`src/inc/sdm_pkg.sv`:
```
// constants and types for the step/direction motor input logic
package sdm_pkg;
  // clock
  localparam int unsigned CLK_HZ = 10_000_000;
  // standstill detection time before current reduction
  localparam int unsigned STANDSTILL_MS = 50;
  localparam int unsigned STANDSTILL_CYC = STANDSTILL_MS * (CLK_HZ / 1000);
  // highest step rate the controller may use
  localparam int unsigned MAX_STEP_HZ = 200_000;
  localparam int unsigned MIN_STEP_CYC = CLK_HZ / MAX_STEP_HZ;
  // position counting
  localparam int unsigned POS_W = 16;
  localparam logic [15:0] USTEP_PER_REV = 16'hC800;
  localparam logic [15:0] INC_FINE = 16'h0001;
  localparam logic [15:0] INC_COARSE = 16'h0020;
  localparam logic [15:0] POS_RST = 16'h0000;
  // winding current reference, reduced is exactly 2/3 of nominal
  localparam int unsigned CUR_W = 8;
  localparam logic [7:0] CUR_OFF = 8'h00;
  localparam logic [7:0] CUR_NOMINAL = 8'hC0;
  localparam logic [7:0] CUR_REDUCED = 8'h80;
  localparam logic [7:0] CUR_BOOST = 8'hFF;
  // driver states, gray along off -> run -> hold, fault beside
  typedef enum logic [1:0] {
    SDM_OFF = 2'b00,
    SDM_RUN = 2'b01,
    SDM_HOLD = 2'b11,
    SDM_FAULT = 2'b10
  } sdm_state_t;
endpackage : sdm_pkg

```
`src/inc/sdm_step_if.sv`:
```
// step event carrier between control and position counter
`timescale 1ns/1ps
interface sdm_step_if;
  import sdm_pkg::*;
  logic step;
  logic ccw;
  logic fine;
  logic [POS_W-1:0] pos;
  modport ctrl (output step, output ccw, output fine, input pos);
  modport cnt (input step, input ccw, input fine, output pos);
endinterface : sdm_step_if

```
`src/design/sdm_driver.sv`:
```
// step/direction command input logic of the integrated motor driver
`timescale 1ns/1ps
// Functional notes
// - each rising step pulse edge moves one microstep while the driver is on; falling edges do nothing
// - resolution low gives 1/8 step (1600/rev), high gives 1/256 (51200/rev)
// - direction low turns clockwise, high turns counter-clockwise
// - enable low switches winding current off, high switches it on
// - resolution is taken only while enable is low
// - boost high raises current above nominal, low keeps nominal
// - at standstill current drops to two thirds of nominal
// - over-temperature or supply fault switches driver off and latches
// - after a fault only a rising enable edge with fault cleared restarts
module sdm_driver
  import sdm_pkg::*;
#(
  parameter int unsigned STANDSTILL_CYCLES = STANDSTILL_CYC
) (
  // clock and reset
  input wire logic mclk,
  input wire logic arst_n,
  // controller inputs
  input wire logic pulse_in,
  input wire logic dir_in,
  input wire logic res_sel_in,
  input wire logic enable_in,
  input wire logic boost_in,
  // protection sensors
  input wire logic over_temp_in,
  input wire logic supply_fault_in,
  // driver outputs
  output logic [CUR_W-1:0] cur_ref_r,
  output logic [POS_W-1:0] rotor_pos,
  output logic fine_res_r,
  output logic driver_on_r,
  output logic standstill_r,
  output logic fault_r
);
  localparam int unsigned IDLE_W = $clog2(STANDSTILL_CYCLES + 1);

  if (STANDSTILL_CYCLES < 1) begin : g_chk
    $error("standstill time must be at least one cycle");
  end

  sdm_state_t state_r;
  sdm_state_t state_nxt;
  logic pulse_prev_r;
  logic enable_prev_r;
  logic [IDLE_W-1:0] idle_r;
  logic [CUR_W-1:0] cur_nxt;
  logic fault_cond;
  logic enable_rise;
  logic drive_active;
  logic step_evt;
  logic idle_done;

  sdm_step_if stp ();

  // input edge history
  always_ff @(posedge mclk or negedge arst_n) begin
    if (!arst_n) begin
      pulse_prev_r <= 1'b0;
      enable_prev_r <= 1'b0;
    end else begin
      pulse_prev_r <= pulse_in;
      enable_prev_r <= enable_in;
    end
  end

  assign fault_cond = over_temp_in | supply_fault_in;
  assign enable_rise = enable_in & ~enable_prev_r;
  assign drive_active = (state_r == SDM_RUN) || (state_r == SDM_HOLD);
  // rising edge only, and only while driving
  assign step_evt = pulse_in & ~pulse_prev_r & drive_active;
  assign idle_done = (idle_r == IDLE_W'(STANDSTILL_CYCLES - 1));

  // resolution latch
  always_ff @(posedge mclk or negedge arst_n) begin
    if (!arst_n) begin
      fine_res_r <= 1'b0;
    end else if (!enable_in) begin
      fine_res_r <= res_sel_in;
    end
  end

  // step events to the position counter
  assign stp.step = step_evt;
  assign stp.ccw = dir_in;
  assign stp.fine = fine_res_r;
  assign rotor_pos = stp.pos;

  sdm_position u_sdm_position (
    .mclk(mclk),
    .arst_n(arst_n),
    .stp(stp)
  );

  // standstill timer
  always_ff @(posedge mclk or negedge arst_n) begin
    if (!arst_n) begin
      idle_r <= '0;
    end else if (step_evt || state_r != SDM_RUN) begin
      idle_r <= '0;
    end else if (!idle_done) begin
      idle_r <= idle_r + IDLE_W'(1);
    end
  end

  // driver state
  always_comb begin
    state_nxt = state_r;
    case (state_r)
      SDM_OFF: begin
        if (enable_in) begin
          state_nxt = SDM_RUN;
        end
      end
      SDM_RUN: begin
        if (!enable_in) begin
          state_nxt = SDM_OFF;
        end else if (idle_done && !step_evt) begin
          state_nxt = SDM_HOLD;
        end
      end
      SDM_HOLD: begin
        if (!enable_in) begin
          state_nxt = SDM_OFF;
        end else if (step_evt) begin
          state_nxt = SDM_RUN;
        end
      end
      SDM_FAULT: begin
        if (enable_rise && !fault_cond) begin
          state_nxt = SDM_RUN;
        end
      end
      default: begin
        state_nxt = SDM_OFF;
      end
    endcase
    if (fault_cond) begin
      state_nxt = SDM_FAULT;
    end
  end

  always_ff @(posedge mclk or negedge arst_n) begin
    if (!arst_n) begin
      state_r <= SDM_OFF;
    end else begin
      state_r <= state_nxt;
    end
  end

  // current reference
  always_comb begin
    case (state_nxt)
      SDM_RUN: cur_nxt = boost_in ? CUR_BOOST : CUR_NOMINAL;
      SDM_HOLD: cur_nxt = CUR_REDUCED;
      default: cur_nxt = CUR_OFF;
    endcase
  end

  always_ff @(posedge mclk or negedge arst_n) begin
    if (!arst_n) begin
      cur_ref_r <= CUR_OFF;
      driver_on_r <= 1'b0;
      standstill_r <= 1'b0;
      fault_r <= 1'b0;
    end else begin
      cur_ref_r <= cur_nxt;
      driver_on_r <= (state_nxt == SDM_RUN) || (state_nxt == SDM_HOLD);
      standstill_r <= (state_nxt == SDM_HOLD);
      fault_r <= (state_nxt == SDM_FAULT);
    end
  end
endmodule : sdm_driver

```
`src/design/sdm_position.sv`:
```
// microstep position counter, one revolution wide
`timescale 1ns/1ps
module sdm_position
  import sdm_pkg::*;
(
  // clock and reset
  input wire logic mclk,
  input wire logic arst_n,
  // step events
  sdm_step_if.cnt stp
);
  logic [POS_W-1:0] pos_r;
  logic [POS_W-1:0] pos_nxt;
  logic [POS_W-1:0] inc;

  assign stp.pos = pos_r;

  always_comb begin
    inc = stp.fine ? INC_FINE : INC_COARSE;
    pos_nxt = pos_r;
    if (stp.step) begin
      if (stp.ccw) begin
        if (pos_r < inc) begin
          pos_nxt = pos_r + USTEP_PER_REV - inc;
        end else begin
          pos_nxt = pos_r - inc;
        end
      end else begin
        if (pos_r >= USTEP_PER_REV - inc) begin
          pos_nxt = pos_r + inc - USTEP_PER_REV;
        end else begin
          pos_nxt = pos_r + inc;
        end
      end
    end
  end

  always_ff @(posedge mclk or negedge arst_n) begin
    if (!arst_n) begin
      pos_r <= POS_RST;
    end else begin
      pos_r <= pos_nxt;
    end
  end
endmodule : sdm_position

```
`config.mk`:
```
export PLATFORM = sky130hd
export DESIGN_NAME = sdm_driver
export DESIGN_NICKNAME = d
export VERILOG_FILES = /design/src/inc/sdm_pkg.sv /design/src/inc/sdm_step_if.sv /design/src/design/sdm_driver.sv /design/src/design/sdm_position.sv
export SDC_FILE = /design/constraint.sdc
export NUM_CORES = 1
export LEC_CHECK = 0
export BUFFER_PORTS_ARGS = -buffer_cell sky130_fd_sc_hd__buf_2
export CAP_MARGIN = 0
export CORE_ASPECT_RATIO = 1.4
export CORE_UTILIZATION = 40
export DETAILED_ROUTE_END_ITERATION = 8
export SLEW_MARGIN = 0
export SYNTH_ARGS = -nofsm -noshare
export SYNTH_HDL_FRONTEND = slang
export SYNTH_SLANG_ARGS = --single-unit
```
`constraint.sdc`:
```
create_clock -name mclk -period 2.95 [get_ports mclk]
set_input_delay 0.4425 -clock mclk [delete_from_list [all_inputs] [get_ports mclk]]
set_output_delay 0.4425 -clock mclk [all_outputs]
set_load 0.02 [all_outputs]
```
==> impl_metrics.toml, run 1 <==
[run_status]
outcome = "finished clean"

[layout]
drive_gt1_share_pct = 18.2
multi_input_area_um2 = 2580
area_growth_pct = 17.4
final_cell_mix = "ha_1 (49), nor2_1 (44), dfrtp_1 (43), buf_2 (36), inv_1 (34)"
num_antenna_cells = 0
nFillCells = 909
mostFrequentLayoutCell = "ha_1"
layout.nets = 570
seqCellArea_um2 = 1100

[route]
wl_met2_mm = 5.22
drtPass1Iterations = 5
drc_errors = 0
antenna_left = 0
maxUsedRoutingLayer = "met4"
routed_wl_mm = 10.6
wl_per_cell_um = 17.1
wl_met3_um = 323
vias_per_cell = 5.80
vias = 3602
drt_iter0_markers = 188
met1Wirelength_mm = 4.36

[synthesis]
synth.mux.area_fraction_pct = 1.84
synth_top_family_by_area = "simple AND/OR/NAND/NOR gates"
synth_edf_count = 0
synth.avg_cell_area_um2 = 8.54
synth-seq-cells = 44
synth.yosys.seq_area_share_pct = 28.5
postSynthCellCount = 453
synthAdderAreaFrac_pct = 16.9
async_reset_ff_share_pct = 100
synth_flop_cell = "dfrtp_1"
synth-compound-area-share_pct = 17.8
yosys.area_share.simple_pct = 21.5
synth_cell_types = 65
syn-num-nets = 513
ys_warn_count = 0
synth_xor_area_share_pct = 7.70
synth_area_um2 = 3870

[timing]
setup_violations = 0
worstMarginPinSlew_ns = 1.04
fin_crit_ns = 2.85
slew_headroom_pct = 30.7
slew_violations = 0
post-route-period-util_pct = 96.5
fmax_mhz = 351
rsz0062_at_grt = "yes"
finalHoldViolCount = 0
tns_ns = 0
skew_ns = 0.00621

[power_and_ir_drop]
power_switching_share_pct = 43.6
combPwrFrac_pct = 55.0
irDropWorstVdd_v = 0.000319
p_clk_share_pct = 21.0
p_per_area_nw_per_um2 = 712
power.total_uw = 3230
power.leakage_uw = 0.00205
seqPwrFrac_pct = 24.0
power.internal_uw = 1820
p_sw_uw = 1410

[placement]
io_buffers = 36
gp_congestion = 0.941
dpl.hpwl_mm = 8.32

[job]
drv_cap = 0

[setup_path]
crit_type = "register to register"
critPathBufInv = 3
cp.arrival_ns = 3.05
cpLargestDelayFamily = "simple AND/OR/NAND/NOR gates"
cp_slowest_stage_delay_ns = 0.56
crit_required_ns = 3.15
slowest_stage = "or4_1"
cp-start-kind = "register"
worstPathCellList = "inv_1 > ha_1 > inv_1 > ha_1 > a21boi_1 > or4_1 > nand2_1 > buf_4 > o32ai_1 > and3_1 > a211oi_1"
end_kind = "register"
crit_path_max_fanout = 7

[floorplan]
die_w_um = 85.1
core.rowCount = 42
start_util_pct = 41.1
ios = 37
die_area_um2 = 10100
die_h_um = 118
core_area_um2 = 9410

[cts]
root_buffer = "clkbuf_16"
clkTransAtPathRegs_ns = 0.07
hold_buffers = 0
cts_tree = "done"
cts_buffers = 5
post_cts_buffers = 0
clock_sinks = 44
clock_path_buffers = 2
htree_levels = 2
clock_latency_ns = 0.29
cts-resized-gates = 0

[grt]
overflow = 0
antenna_found_initial = 0
grt_pass1_vias = 3572
grt_pass1_wl_mm = 17.2
grt_max_degree = 45
grt_util_all_layers_pct = 21.8

[hold_path]
worst_hold_path_type = "input port to register"
==> Yosys cell counts, types with 3 or more instances <==
cell type  instances  area, um^2
inv_1             34         128
nor2b_1            4        25.0
o211ai_1           3        22.5
nand2_1           27         101
or3_1              7        43.8
mux2i_1            6        60.1
or4_1              3        22.5
nand3_1           16        80.1
dfrtp_1           44        1100
nor3_1            16        80.1
o22ai_1            3        18.8
nor4_1             7        43.8
ha_1              49         613
and3_1             5        31.3
a31oi_1           11        68.8
xor2_1             9        78.8
buf_4              6        45.0
a21oi_1           22         110
nand4_1            7        43.8
and4_1             3        26.3
nand2b_1           6        37.5
o21ai_0           25         125
nor2_1            44         165
o21a_1             4        30.0
xnor2_1           25         219
clkbuf_1           9        33.8
a211oi_1           4        30.0
a221oi_1           3        26.3
a41oi_1            3        26.3
nand3b_1           3        22.5
==> metal layers <==
layer  track usage (%)  up-vias
li1                  -     1729
met1              24.6     1706
met2              37.8      119
met3              2.09       48
met4              15.8        0
met5                 0        -
==> power by group through the flow <==
stage | clock (uW) | sequential, uW | combinational (uW)
floorplan | 0 | 857 | 1100
global placement | 0 | 783 | 1710
detailed placement | 0 | 789 | 1720
CTS | 695 | 777 | 1730
global route | 712 | 786 | 1940
finish | 678 | 777 | 1780
==> logic make-up (layout without fill, tap and decap cells) <==
kind of cell | after synthesis | in the layout
AOI/OAI and AO/OA | 104 | 104
xor gates and xnor gates | 34 | 34
adders and majority gates | 51 | 51
buffers and inverters | 52 | 110
DFF | 44 | 44
muxes | 7 | 7
and+or+nand+nor | 161 | 161
==> metrics by stage <==
stage | utilization (%) | hold WS [ns] | setup slack (ns) | std cells | cell area, um^2
5_1_grt | 48.3 | 0.299 | -0.0109 | 621 | 4540
4_1_cts | 47.9 | 0.293 | 0.00943 | 621 | 4500
3_5_place_dp | 46.0 | 0.531 | 0.0472 | 613 | 4330
6_report | 48.3 | 0.297 | 0.102 | 621 | 4540
3_3_place_gp | 46.0 | 0.519 | 0.101 | 613 | 4330
2_1_floorplan | - | 0.147 | 0.101 | 453 | 3870
==> sequential cells by signal (all words and copies together) (netlist names) <==
register,count
enable_prev_r,1
idle_r,19
pulse_prev_r,1
fault_r,1
state_r,2
standstill_r,1
cur_ref_r,2
u_sdm_position.stp.pos,16
fine_res_r,1
==> cell type report <==
class                           count  share of cell area, %
Timing Repair Buffer               67                   9.09
Multi-Input combinational cell    357                   56.8
Sequential cell                    44                   24.3
Inverter                           35                   2.89
Clock buffer                        6                   3.06
Clock inverter                      2                  0.854
Tap cell                          110                   3.03
==> worst paths after layout <==
kind	start	endpoint	slack (ns)	cells past startpoint
min in group asynchronous	arst_n	state_r[0]$_DFF_PN0_	0.34	1
setup / recovery	fine_res_r$_DFFE_PN0N_	u_sdm_position.stp.pos[7]$_DFFE_PN0P_	0.10	11
setup reg to reg	fine_res_r$_DFFE_PN0N_	u_sdm_position.stp.pos[7]$_DFFE_PN0P_	0.10	11
max in group asynchronous	arst_n	fine_res_r$_DFFE_PN0N_	1.91	1
hold / removal	pulse_in	pulse_prev_r$_DFF_PN0_	0.30	1
hold reg to reg	idle_r[17]$_DFFE_PN0P_	idle_r[17]$_DFFE_PN0P_	0.55	2
(Power assumes the default switching activity.)
==> run 2: changes to the inputs <==
--- a/config.mk
+++ b/config.mk
@@ -10,6 +10,7 @@
 export CORE_ASPECT_RATIO = 1.4
 export CORE_UTILIZATION = 40
 export DETAILED_ROUTE_END_ITERATION = 8
+export RECOVER_POWER = 50
 export SLEW_MARGIN = 0
 export SYNTH_ARGS = -nofsm -noshare
 export SYNTH_HDL_FRONTEND = slang
==> run 2 against run 1 <==
Via count about the same; sequential share of layout area up 0.067 points; first-iteration DRC count down 1.6%; flip-flop and latch count unchanged; clock skew about the same; clock-buffer cell count unchanged; register-to-register slack about the same; sequential power about the same; power about the same.
==> impl_metrics.toml, run 2 (synthesized netlist as in run 1, its figures left out) <==
[run_status]
outcome = "finished clean"

[cts]
hold_buffers = 0
post_cts_buffers = 0
htree_levels = 2
cts_tree = "done"
cts_buffers = 5
root_buffer = "clkbuf_16"
clock_latency_ns = 0.29
cts-resized-gates = 0
clock_path_buffers = 2
clkTransAtPathRegs_ns = 0.07
clock_sinks = 44

[timing]
slew_headroom_pct = 22.4
slew_violations = 0
worst_slack_ns = 0.104
worstMarginPinSlew_ns = 1.16
fmax_mhz = 351
rsz0062_at_grt = "yes"
fin_crit_ns = 2.85
post-route-period-util_pct = 96.5
skew_ns = 0.00621
finalHoldViolCount = 0
setup_violations = 0

[route]
wl_per_cell_um = 17.2
antenna_left = 0
drt_iter0_markers = 185
vias = 3599
routed_wl_mm = 10.7
vias_per_cell = 5.80
drc_errors = 0
drtPass1Iterations = 5

[job]
drv_cap = 0

[power_and_ir_drop]
p_sw_uw = 1410
power.internal_uw = 1820
seqPwrFrac_pct = 24.0
power_switching_share_pct = 43.6
power.leakage_uw = 0.00202
combPwrFrac_pct = 55.0
irDropWorstVdd_v = 0.000319
p_clk_share_pct = 21.0
p_per_area_nw_per_um2 = 714

[setup_path]
rrSetupSlack_ns = 0.10
cp.arrival_ns = 3.05
reg2regPathDepth = 11
crit_type = "register to register"
r2r_end = "u_sdm_position.stp.pos[7]$_DFFE_PN0P_"
r2r-start = "fine_res_r$_DFFE_PN0N_"
end_kind = "register"
cp-start-kind = "register"
crit_path_max_fanout = 7
crit_required_ns = 3.15

[grt]
overflow = 0
grt_pass1_wl_mm = 17.2
grt_pass1_vias = 3572
grt_util_all_layers_pct = 21.8
grt_max_degree = 45
antenna_found_initial = 0

[floorplan]
die_area_um2 = 10100
core_area_um2 = 9410
core.rowCount = 42
start_util_pct = 41.1
die_w_um = 85.1
die_h_um = 118
ios = 37

[layout]
num_antenna_cells = 0
area_growth_pct = 17.1
postLayoutCoreUtil_pct = 48.2
layout.nets = 570
drive_gt1_share_pct = 16.2
regMostFlops = "idle_r"
mostFrequentLayoutCell = "ha_1"
final_cell_mix = "ha_1 (49), nor2_1 (44), dfrtp_1 (43), inv_1 (34), buf_4 (31)"
largest_reg_flops = 19

[hold_path]
hold_path_depth = 1
holdCritStartpoint = "pulse_in"
worst_hold_path_type = "input port to register"
hold_end = "pulse_prev_r$_DFF_PN0_"

[placement]
io_buffers = 36
dpl.hpwl_mm = 8.32
pre_cts_ws_ns = 0.0472
gp_congestion = 0.941
==> run 2: cell types whose count changed in the layout (fill, tap and decap cells not counted) <==
cell | before | now
buf_2 | 36 | 25
clkbuf_1 | 0 | 10
clkbuf_2 | 0 | 1
==> run 2: how the worst max path moves through the flow <==
stage | cells after the start | to | startpoint | slack [ns]
2_1_floorplan | 10 | u_sdm_position.stp.pos[15]$_DFFE_PN0P_ | fine_res_r$_DFFE_PN0N_ | 0.10
3_5_place_dp | 11 | u_sdm_position.stp.pos[15]$_DFFE_PN0P_ | u_sdm_position.stp.pos[0]$_DFFE_PN0P_ | 0.05
5_1_grt | 10 | u_sdm_position.stp.pos[12]$_DFFE_PN0P_ | fine_res_r$_DFFE_PN0N_ | -0.01
4_1_cts | 11 | u_sdm_position.stp.pos[15]$_DFFE_PN0P_ | u_sdm_position.stp.pos[0]$_DFFE_PN0P_ | 0.009
3_3_place_gp | 8 | u_sdm_position.stp.pos[13]$_DFFE_PN0P_ | fine_res_r$_DFFE_PN0N_ | 0.10
6_report | 11 | u_sdm_position.stp.pos[7]$_DFFE_PN0P_ | fine_res_r$_DFFE_PN0N_ | 0.10
==> run 2: worst max-delay path: stages (launching register included) <==
cell and delay (ns):
dfrtp_2 0.41, inv_1 0.08, ha_1 0.38, inv_1 0.12
ha_1 0.20, a21boi_1 0.18, or4_1 0.56, nand2_1 0.20
buf_4 0.16, o32ai_1 0.06, and3_1 0.20, a211oi_1 0.21
==> run 2: through the flow <==
step                total power [uW]  instance area [um^2]  setup TNS (ns)  hold WS [ns]  instances
floorplan                       1960                  3870               0         0.147        453
global placement                2490                  4330               0         0.519        613
detailed placement              2510                  4330               0         0.531        613
CTS                             3200                  4500               0         0.293        621
global route                    3440                  4530         -0.0167         0.316        621
finish                          3230                  4530               0         0.309        621
==> run 2: metal layers <==
metal  vias to the layer above  GRT usage (%)  part of all wire [%]
met3                        46           2.09                   3.6
met1                      1705           24.6                    40
met4                         0           15.8                   6.8
met5                         -              0                     0
li1                       1729              -                     -
met2                       119           37.8                    49
==> run 2: final cells by class <==
class                      count  area, um^2
fill                         918        4880
multi-input combinational    357        2580
sequential                    44        1100
timing repair buffer          67         400
clock buffer                   6         139
tap                          110         138
inverter                      35         131
clock inverter                 2        38.8
==> run 2: power by group through the flow <==
stage	registers, uW	clock network, uW	logic, uW
final	777	678	1780
after floorplan	857	0	1100
after CTS	777	695	1730
after global routing	786	712	1940
after global placement	783	0	1710
after detailed placement	789	0	1720
